===== src/hdl/xdl_cmd_pkg.sv =====
// shared constants and carriers for the display-list scroll and map command decoder
// Function
// - text scroll load reads hscroll then vscroll
// - text hscroll 0..7 pixels left
// - text vscroll 0..7 lines up
// - frame top clears both text scroll values
// - text scroll always on; load only stores
// - text hscroll step is one hires pixel
// - glyph base command reads one selector byte
// - font address is selector above eleven zeros
// - locate reads pointer three bytes, stride two
// - map pointer accepts any byte address
// - stride added after field's last line
// - map scroll values range 0..31
// - field sizes stored as size minus one
// - frame top: map scroll zero, sizes seven
// - map size and scroll accepted any line
// - map scroll and width step one pixel
// - map scroll always on; load only stores
package xdl_cmd_pkg;

    localparam int VRAM_ADDR_W = 19;
    localparam int STRIDE_W = 12;
    localparam int TEXT_SCROLL_W = 3;
    localparam int MAP_FIELD_W = 5;
    localparam int GLYPH_ZERO_BITS = 11;
    localparam int IDX_W = 3;

    // last operand index of each command
    localparam logic [IDX_W-1:0] TEXT_LAST_IDX = 3'h1;
    localparam logic [IDX_W-1:0] GLYPH_LAST_IDX = 3'h0;
    localparam logic [IDX_W-1:0] LOCATE_LAST_IDX = 3'h4;
    localparam logic [IDX_W-1:0] PARAMS_LAST_IDX = 3'h3;

    // reset defaults; scroll and field sizes also restored at frame top
    localparam logic [TEXT_SCROLL_W-1:0] TEXT_SCROLL_RESET = 3'h0;
    localparam logic [MAP_FIELD_W-1:0] MAP_SCROLL_RESET = 5'h00;
    localparam logic [MAP_FIELD_W-1:0] FIELD_SIZE_RESET = 5'h07;
    localparam logic [7:0] GLYPH_SEL_RESET = 8'h00;
    localparam logic [VRAM_ADDR_W-1:0] MAP_PTR_RESET = 19'h0_0000;
    localparam logic [STRIDE_W-1:0] STRIDE_RESET = 12'h000;

    typedef struct packed {
        logic text_scroll_load_cmd;
        logic glyph_base_cmd;
        logic attr_map_locate_cmd;
        logic attr_map_params_cmd;
    } cmd_flags_t;

    typedef struct packed {
        logic [TEXT_SCROLL_W-1:0] hscroll;
        logic [TEXT_SCROLL_W-1:0] vscroll;
    } text_scroll_t;

    typedef struct packed {
        logic [VRAM_ADDR_W-1:0] attr_map_pointer;
        logic [STRIDE_W-1:0] attr_map_stride;
        logic [MAP_FIELD_W-1:0] hscroll;
        logic [MAP_FIELD_W-1:0] vscroll;
        logic [MAP_FIELD_W-1:0] width;
        logic [MAP_FIELD_W-1:0] height;
    } attr_map_t;

    typedef enum logic [2:0] {
        ST_IDLE = 3'b000,
        ST_TEXT = 3'b001,
        ST_GLYPH = 3'b010,
        ST_LOCATE = 3'b011,
        ST_PARAMS = 3'b100
    } fetch_state_t;

endpackage


===== src/hdl/xdl_scroll_map_cmds.sv =====
// operand fetch and apply for text scroll, glyph base, map locate and map params commands
`timescale 1ns/10ps
`default_nettype none
module xdl_scroll_map_cmds
    import xdl_cmd_pkg::*;
(
    // clock and reset
    input wire logic clock,
    input wire logic reset_n,
    // raster timing
    input wire logic frame_start,
    input wire logic line_done,
    // command handoff
    input wire logic cmd_valid,
    input wire cmd_flags_t cmd_flags,
    output logic cmd_ready,
    // operand bytes from the display list
    output logic fetch_req,
    input wire logic fetch_ack,
    input wire logic [7:0] fetch_data,
    // applied settings
    output text_scroll_t text_scroll,
    output logic [VRAM_ADDR_W-1:0] font_addr,
    output attr_map_t attr_map
);

    fetch_state_t state;
    fetch_state_t next_state;
    cmd_flags_t pending;
    cmd_flags_t next_pending;
    logic [IDX_W-1:0] idx;
    logic [IDX_W-1:0] next_idx;
    logic [IDX_W-1:0] last_idx;
    logic [7:0] shadow0;
    logic [7:0] shadow1;
    logic [7:0] shadow2;
    logic [7:0] shadow3;
    logic [MAP_FIELD_W-1:0] field_row;
    logic take;
    logic locate_commit;
    logic field_end;
    logic [VRAM_ADDR_W-1:0] map_pointer;
    logic [STRIDE_W-1:0] map_stride;
    logic [MAP_FIELD_W-1:0] map_hscroll;
    logic [MAP_FIELD_W-1:0] map_vscroll;
    logic [MAP_FIELD_W-1:0] map_width;
    logic [MAP_FIELD_W-1:0] map_height;

    assign take = fetch_req && fetch_ack;
    assign locate_commit = take && state == ST_LOCATE && idx == LOCATE_LAST_IDX;
    assign field_end = line_done && field_row >= attr_map.height;

    // output carrier built straight from the map flip-flops
    assign attr_map = '{
        attr_map_pointer: map_pointer,
        attr_map_stride: map_stride,
        hscroll: map_hscroll,
        vscroll: map_vscroll,
        width: map_width,
        height: map_height
    };

    // first command still waiting, in fetch order
    function automatic fetch_state_t first_pending(input cmd_flags_t f);
        if (f.text_scroll_load_cmd) begin
            first_pending = ST_TEXT;
        end else if (f.glyph_base_cmd) begin
            first_pending = ST_GLYPH;
        end else if (f.attr_map_locate_cmd) begin
            first_pending = ST_LOCATE;
        end else if (f.attr_map_params_cmd) begin
            first_pending = ST_PARAMS;
        end else begin
            first_pending = ST_IDLE;
        end
    endfunction

    always_comb begin
        unique case (state)
            ST_TEXT: last_idx = TEXT_LAST_IDX;
            ST_GLYPH: last_idx = GLYPH_LAST_IDX;
            ST_LOCATE: last_idx = LOCATE_LAST_IDX;
            ST_PARAMS: last_idx = PARAMS_LAST_IDX;
            default: last_idx = '0;
        endcase
    end

    always_comb begin
        next_state = state;
        next_pending = pending;
        next_idx = idx;
        if (state == ST_IDLE) begin
            if (cmd_valid && cmd_ready) begin
                next_pending = cmd_flags;
                next_state = first_pending(cmd_flags);
                next_idx = '0;
            end
        end else if (take) begin
            if (idx == last_idx) begin
                unique case (state)
                    ST_TEXT: next_pending.text_scroll_load_cmd = 1'b0;
                    ST_GLYPH: next_pending.glyph_base_cmd = 1'b0;
                    ST_LOCATE: next_pending.attr_map_locate_cmd = 1'b0;
                    ST_PARAMS: next_pending.attr_map_params_cmd = 1'b0;
                    default: next_pending = pending;
                endcase
                next_state = first_pending(next_pending);
                next_idx = '0;
            end else begin
                next_idx = idx + 3'h1;
            end
        end
    end

    // sequencer
    always_ff @(posedge clock or negedge reset_n) begin
        if (!reset_n) begin
            state <= ST_IDLE;
            pending <= '0;
            idx <= '0;
            fetch_req <= 1'b0;
            cmd_ready <= 1'b1;
        end else begin
            state <= next_state;
            pending <= next_pending;
            idx <= next_idx;
            fetch_req <= next_state != ST_IDLE;
            cmd_ready <= next_state == ST_IDLE;
        end
    end

    // text scroll: stored only, applied every line; step is one hires pixel
    always_ff @(posedge clock or negedge reset_n) begin
        if (!reset_n) begin
            text_scroll <= '{hscroll: TEXT_SCROLL_RESET, vscroll: TEXT_SCROLL_RESET};
        end else if (frame_start) begin
            text_scroll.hscroll <= TEXT_SCROLL_RESET;
            text_scroll.vscroll <= TEXT_SCROLL_RESET;
        end else if (take && state == ST_TEXT) begin
            if (idx == 3'h0) begin
                text_scroll.hscroll <= fetch_data[TEXT_SCROLL_W-1:0];
            end else begin
                text_scroll.vscroll <= fetch_data[TEXT_SCROLL_W-1:0];
            end
        end
    end

    // font base on a 2K boundary
    always_ff @(posedge clock or negedge reset_n) begin
        if (!reset_n) begin
            font_addr <= {GLYPH_SEL_RESET, {GLYPH_ZERO_BITS{1'b0}}};
        end else if (take && state == ST_GLYPH) begin
            font_addr <= {fetch_data, {GLYPH_ZERO_BITS{1'b0}}};
        end
    end

    // locate operand bytes held until the whole set is in
    always_ff @(posedge clock or negedge reset_n) begin
        if (!reset_n) begin
            shadow0 <= 8'h00;
            shadow1 <= 8'h00;
            shadow2 <= 8'h00;
            shadow3 <= 8'h00;
        end else if (take && state == ST_LOCATE) begin
            unique case (idx)
                3'h0: shadow0 <= fetch_data;
                3'h1: shadow1 <= fetch_data;
                3'h2: shadow2 <= fetch_data;
                3'h3: shadow3 <= fetch_data;
                default: shadow0 <= shadow0;
            endcase
        end
    end

    // map pointer and stride; a new locate overrides the automatic step
    always_ff @(posedge clock or negedge reset_n) begin
        if (!reset_n) begin
            map_pointer <= MAP_PTR_RESET;
            map_stride <= STRIDE_RESET;
        end else if (locate_commit) begin
            map_pointer <= {shadow2[2:0], shadow1, shadow0};
            map_stride <= {fetch_data[3:0], shadow3};
        end else if (field_end && !frame_start) begin
            map_pointer <= map_pointer
                + {{(VRAM_ADDR_W-STRIDE_W){1'b0}}, map_stride};
        end
    end

    // line within the current attribute field, offset by the map vscroll
    always_ff @(posedge clock or negedge reset_n) begin
        if (!reset_n) begin
            field_row <= '0;
        end else if (frame_start) begin
            field_row <= '0;
        end else if (locate_commit) begin
            field_row <= attr_map.vscroll;
        end else if (field_end) begin
            field_row <= '0;
        end else if (line_done) begin
            field_row <= field_row + 5'h01;
        end
    end

    // map scroll and field size: stored only, accepted on any line
    always_ff @(posedge clock or negedge reset_n) begin
        if (!reset_n) begin
            map_hscroll <= MAP_SCROLL_RESET;
            map_vscroll <= MAP_SCROLL_RESET;
            map_width <= FIELD_SIZE_RESET;
            map_height <= FIELD_SIZE_RESET;
        end else if (frame_start) begin
            map_hscroll <= MAP_SCROLL_RESET;
            map_vscroll <= MAP_SCROLL_RESET;
            map_width <= FIELD_SIZE_RESET;
            map_height <= FIELD_SIZE_RESET;
        end else if (take && state == ST_PARAMS) begin
            unique case (idx)
                3'h0: map_hscroll <= fetch_data[MAP_FIELD_W-1:0];
                3'h1: map_vscroll <= fetch_data[MAP_FIELD_W-1:0];
                3'h2: map_width <= fetch_data[MAP_FIELD_W-1:0];
                3'h3: map_height <= fetch_data[MAP_FIELD_W-1:0];
                default: map_hscroll <= map_hscroll;
            endcase
        end
    end
endmodule // xdl_scroll_map_cmds
`default_nettype wire


===== config.mk =====
export PLATFORM = sky130hd
export DESIGN_NAME = xdl_scroll_map_cmds
export DESIGN_NICKNAME = d
export VERILOG_FILES = /design/src/hdl/xdl_cmd_pkg.sv /design/src/hdl/xdl_scroll_map_cmds.sv
export SDC_FILE = /design/constraint.sdc
export NUM_CORES = 1
export LEC_CHECK = 0
export ABC_CLOCK_PERIOD_IN_PS = 2600
export BUFFER_PORTS_ARGS = -buffer_cell sky130_fd_sc_hd__buf_2
export CORE_ASPECT_RATIO = 1.2
export CORE_MARGIN = 4
export CORE_UTILIZATION = 53
export CTS_BUF_LIST = sky130_fd_sc_hd__clkbuf_8
export DETAILED_ROUTE_END_ITERATION = 16
export GPL_TIMING_DRIVEN = 0
export MAX_ROUTING_LAYER = met4
export PLACE_DENSITY = 0.76
export SYNTH_ARGS = -nofsm -noshare
export SYNTH_HDL_FRONTEND = slang
export SYNTH_SLANG_ARGS = --single-unit

===== constraint.sdc =====
create_clock -name clock -period 2.6 [get_ports clock]
set_input_delay 0.52 -clock clock [delete_from_list [all_inputs] [get_ports clock]]
set_output_delay 0.52 -clock clock [all_outputs]
set_load 0.05 [all_outputs]

==> impl_summary.log <==
INFO  metric outcome = finished clean
INFO  metric antenna_found_initial = 0
INFO  metric initial_core_util = 54.4%
INFO  metric dp_slack = -0.139 ns
INFO  metric fin_util = between 60% and 70%
INFO  metric die_h = between 100 and 150 µm
INFO  metric ir_drop = 0.465 mV
INFO  metric grt_first_pass_wirelength = 23,000 µm
INFO  metric clock_root_buffer = sky130_fd_sc_hd__clkbuf_8
INFO  metric worst-slew-pin-transition = about 0.80 ns
INFO  metric dieWidth = a little over 100 µm
INFO  metric via_per_inst = 5.73
INFO  metric r2r-start = map_stride[0]
INFO  metric synth.ff_latch_count = approximately 110
INFO  metric detail-route-antenna-nets = 0
INFO  metric power.clock.fraction = 13.7%
INFO  metric grt-ovfl-total = 0
INFO  metric synth.mux.area_fraction = between 10% and 20%
INFO  metric dr.pass1.iters = 5
INFO  metric synthArstFlopShare = 100%
INFO  metric filler_cell_count = ~860
INFO  metric layout.cells.most_common = sky130_fd_sc_hd__dfrtp_1
INFO  metric power_per_cell_area = 998 nW/µm²
INFO  metric yosys.area_share.adder = under 10%
INFO  metric grt_start_max_net_pins = 66
INFO  metric synth.lib_cells_used.distinct = 67
INFO  metric htreeDepth = 3
INFO  metric timing.critical_path.fanout_max = 4
INFO  metric setup.worst_path.end = map_pointer[18]
INFO  metric post-layout-total-power = around 6.6 mW
INFO  metric dr.first_iter.drc_count = approximately 220
INFO  metric drive_above_1_share = a little over a quarter
INFO  metric reg2regPathDepth = 10
INFO  metric worst_setup_path_start_kind = register
INFO  metric drt-total-wl = between 10,000 and 15,000 µm
INFO  metric hpwlAfterDp = 10,500 µm
INFO  metric crit_arrival = ~2.8 ns
INFO  metric setup.reg_to_reg.worst_slack = about 0.067 ns
INFO  metric number_of_nets_in_the_final_layout = 721
INFO  metric comb_power_share = roughly 47%
INFO  metric synth_compound_gate_area_share = roughly 14%
INFO  metric drv.max_cap_violation_count = 0
INFO  metric reg_area = roughly 2700 µm²
INFO  metric pwr-share-seq = 39.2%
INFO  metric drc = 0
INFO  metric layout.cells.most_common_list = 98 x sky130_fd_sc_hd__dfrtp_1, 86 x sky130_fd_sc_hd__buf_2, 75 x sky130_fd_sc_hd__nand2_1
INFO  metric timing.hold.ws = between 0.1 and 0.15 ns
INFO  metric netlist_area = 5720 µm²
INFO  metric setup_repair_after_global_routing_missed_its_margin = true
INFO  metric final.setup.worst_slack = 0.0667 ns
INFO  metric synth_top_family_by_area = simple AND/OR/NAND/NOR gates
INFO  metric clkSlewWorstSetupHoldPaths = 0.10 ns
INFO  metric dieArea = approximately 13,000 µm²
INFO  metric total_leakage_power = roughly 3.3 nW
INFO  metric worstSetupPathType = register to register
INFO  metric yosys.area_share.xor_xnor = 1.84%
INFO  metric post_synth.cell_area_avg = between 10 and 15 µm²
INFO  metric setup_violations = 0
INFO  metric internal_power = 3.60 mW
INFO  metric p_sw = approximately 3 mW
INFO  metric finalHoldViolations = 0
INFO  metric synth-main-ff-cell = sky130_fd_sc_hd__dfrtp_1
INFO  metric synthToLayoutAreaGrowth = 16.4%
INFO  metric slew_violations = 0
INFO  metric multi_input_area = around 2800 µm²
INFO  metric placementRows = between 40 and 50
INFO  metric ctsLongestPathBuffers = 2
INFO  metric groute.usage.overall = between 20% and 30%
INFO  metric cts.sink_count = 109
INFO  metric cts-buffers-inserted = 9
INFO  metric cts_hold_repair.buffers = 0
INFO  metric post_synth_and_or_nand_nor_area_fraction = between 10% and 20%
INFO  metric io-pin-count = 96
INFO  metric r2r-end = map_pointer[18]
INFO  metric routed_vias = between 4,000 and 5,000
INFO  metric post_route_fraction_of_the_period_consumed_by_the_critical_path = around 97%
INFO  metric cp.required = 2.83 ns
INFO  metric cts_tree = yes
INFO  metric netlist_instances = between 500 and 600
INFO  metric first_global_vias = between 4,000 and 5,000
INFO  metric final.setup_skew = 0.00729 ns
INFO  metric number_of_flops_mapped_to_enable_cells_by_yosys = 0
INFO  metric route.detailed.wl_per_inst = 17.3 µm
INFO  metric io_buffers = 83
INFO  metric insertion_delay = between 0.3 and 0.4 ns
INFO  metric startpoint = map_stride[0]
INFO  metric fp.coreArea = ~11,000 µm²
INFO  metric achievable-frequency = 395 MHz
INFO  metric hold_path.class = input pin to asynchronous set/reset pin
INFO  metric yosysWarningCount = 0
INFO  metric seq_area_frac_synth = a little under half
INFO  metric finalWorstPathRequiredPeriod = about 2.5 ns
INFO  metric max-slew-margin-rel = between 40 and 50%
INFO  metric critical_path.endpoint_type = register
INFO  metric sw_frac_of_total = between 40% and 50%
INFO  metric antennaDiodeCount = 0
INFO  metric routabilityCongestion = 0.893
==> flip-flops by register name, indices dropped and copies added, names as in the netlist, 3 cells and up <==
signal / flops
map_stride: 12
text_scroll: 6
font_addr: 8
state: 3
map_width: 5
shadow2: 3
pending: 4
map_pointer: 19
map_vscroll: 5
map_hscroll: 5
map_height: 5
idx: 3
shadow0: 8
shadow3: 8
field_row: 5
shadow1: 8
==> per-stage QoR <==
step | instance area, µm² | setup TNS [ns] | cells
finish | 6660 | 0 | 813
floorplan | 5790 | 0 | 577
detailed placement | 6390 | -1.27 | 790
global placement | 6360 | -19.01 | 789
global route | 6660 | -0.529 | 813
CTS | 6610 | 0 | 809
==> logic make-up after synthesis <==
family | Yosys count
mux | 55
fa+ha+maj | 24
compound gates | 118
other cells | 1
xor+xnor | 12
simple gates | 190
flops | 109
buf+inv | 58
==> worst min path at each step <==
stage	to	slack (ns)	cells after the start	startpoint
finish	fetch_req	0.14	1	reset_n
global placement	map_stride[7]	0.44	2	shadow3[7]
CTS	fetch_req	0.16	1	reset_n
detailed placement	map_stride[7]	0.45	2	shadow3[7]
global route	pending[0]	0.19	1	reset_n
floorplan	fetch_req	0.22	0	reset_n
==> worst max-delay path, cell delays in order (launching register included) <==
cell                       delay, ns
sky130_fd_sc_hd__dfrtp_2        0.40
sky130_fd_sc_hd__ha_4           0.14
sky130_fd_sc_hd__inv_1          0.05
sky130_fd_sc_hd__fa_2           0.35
sky130_fd_sc_hd__nand2b_4       0.17
sky130_fd_sc_hd__a211oi_4       0.32
sky130_fd_sc_hd__o32ai_4        0.12
sky130_fd_sc_hd__o21a_2         0.24
sky130_fd_sc_hd__buf_4          0.14
sky130_fd_sc_hd__o41ai_1        0.33
sky130_fd_sc_hd__a31oi_1        0.12
==> area by class of cell <==
class / instances / area share [%]
plain buffers: 36 / 2.93
clock buffers: 9 / 1.86
clock inverters: 7 / 0.658
inverters: 22 / 1.24
multi-input cells: 410 / 42.2
flip-flops and latches: 109 / 41.2
well taps: 129 / 2.42
repair buffers: 91 / 7.48
==> metal layers <==
metal | global-route usage, % | vias to the layer above | part of all wire, %
met2 | 39.7 | 130 | 51
met5 | - | - | 0
met4 | 8.42 | 0 | 1.7
li1 | - | 2208 | -
met3 | 3.38 | 23 | 5.0
met1 | 30.2 | 2296 | 42
==> synthesized netlist by cell type, drive strengths merged (3+ instances only) <==
cell type / instances / area share (%)
dfstp: 7 / 3.2
a21oi: 23 / 2.0
nand2b: 10 / 1.1
inv: 22 / 1.4
a31oi: 6 / 0.66
o21a: 6 / 0.79
and2: 7 / 0.77
o21ai: 31 / 2.8
a211o: 7 / 1.1
a311oi: 3 / 0.46
clkbuf: 18 / 1.2
nand4b: 3 / 0.46
mux2: 37 / 7.3
nand2: 75 / 4.9
a21o: 3 / 0.39
nor2: 44 / 2.9
a211oi: 9 / 1.3
and3: 8 / 0.88
buf: 18 / 2.2
nor2b: 8 / 0.88
xnor2: 10 / 1.5
nand3: 13 / 1.1
ha: 23 / 5.0
dfrtp: 102 / 45
mux2i: 18 / 3.2
nor3: 7 / 0.70
or4: 3 / 0.39
o31ai: 4 / 0.61
==> timing repair <==
| action | 4_1_cts | 5_1_grt |
|---|---|---|
| pin swaps | 2 | 2 |
| setup endpoints to repair | 15 | 27 |
| buffers inserted | 3 | 4 |
| resized for setup | 5 | 7 |
| endpoints found under the hold margin | 0 | 0 |
==> power by group through the flow <==
stage / clock (mW) / sequential [mW] / combinational [mW]
after floorplan: 0 / 3.44 / 1.51
after global placement: 0 / 2.60 / 2.99
after detailed placement: 0 / 2.63 / 3.09
after CTS: 0.928 / 2.59 / 3.11
after global routing: 0.995 / 2.67 / 3.41
final: 0.909 / 2.60 / 3.13
(Power assumes the default switching activity.)
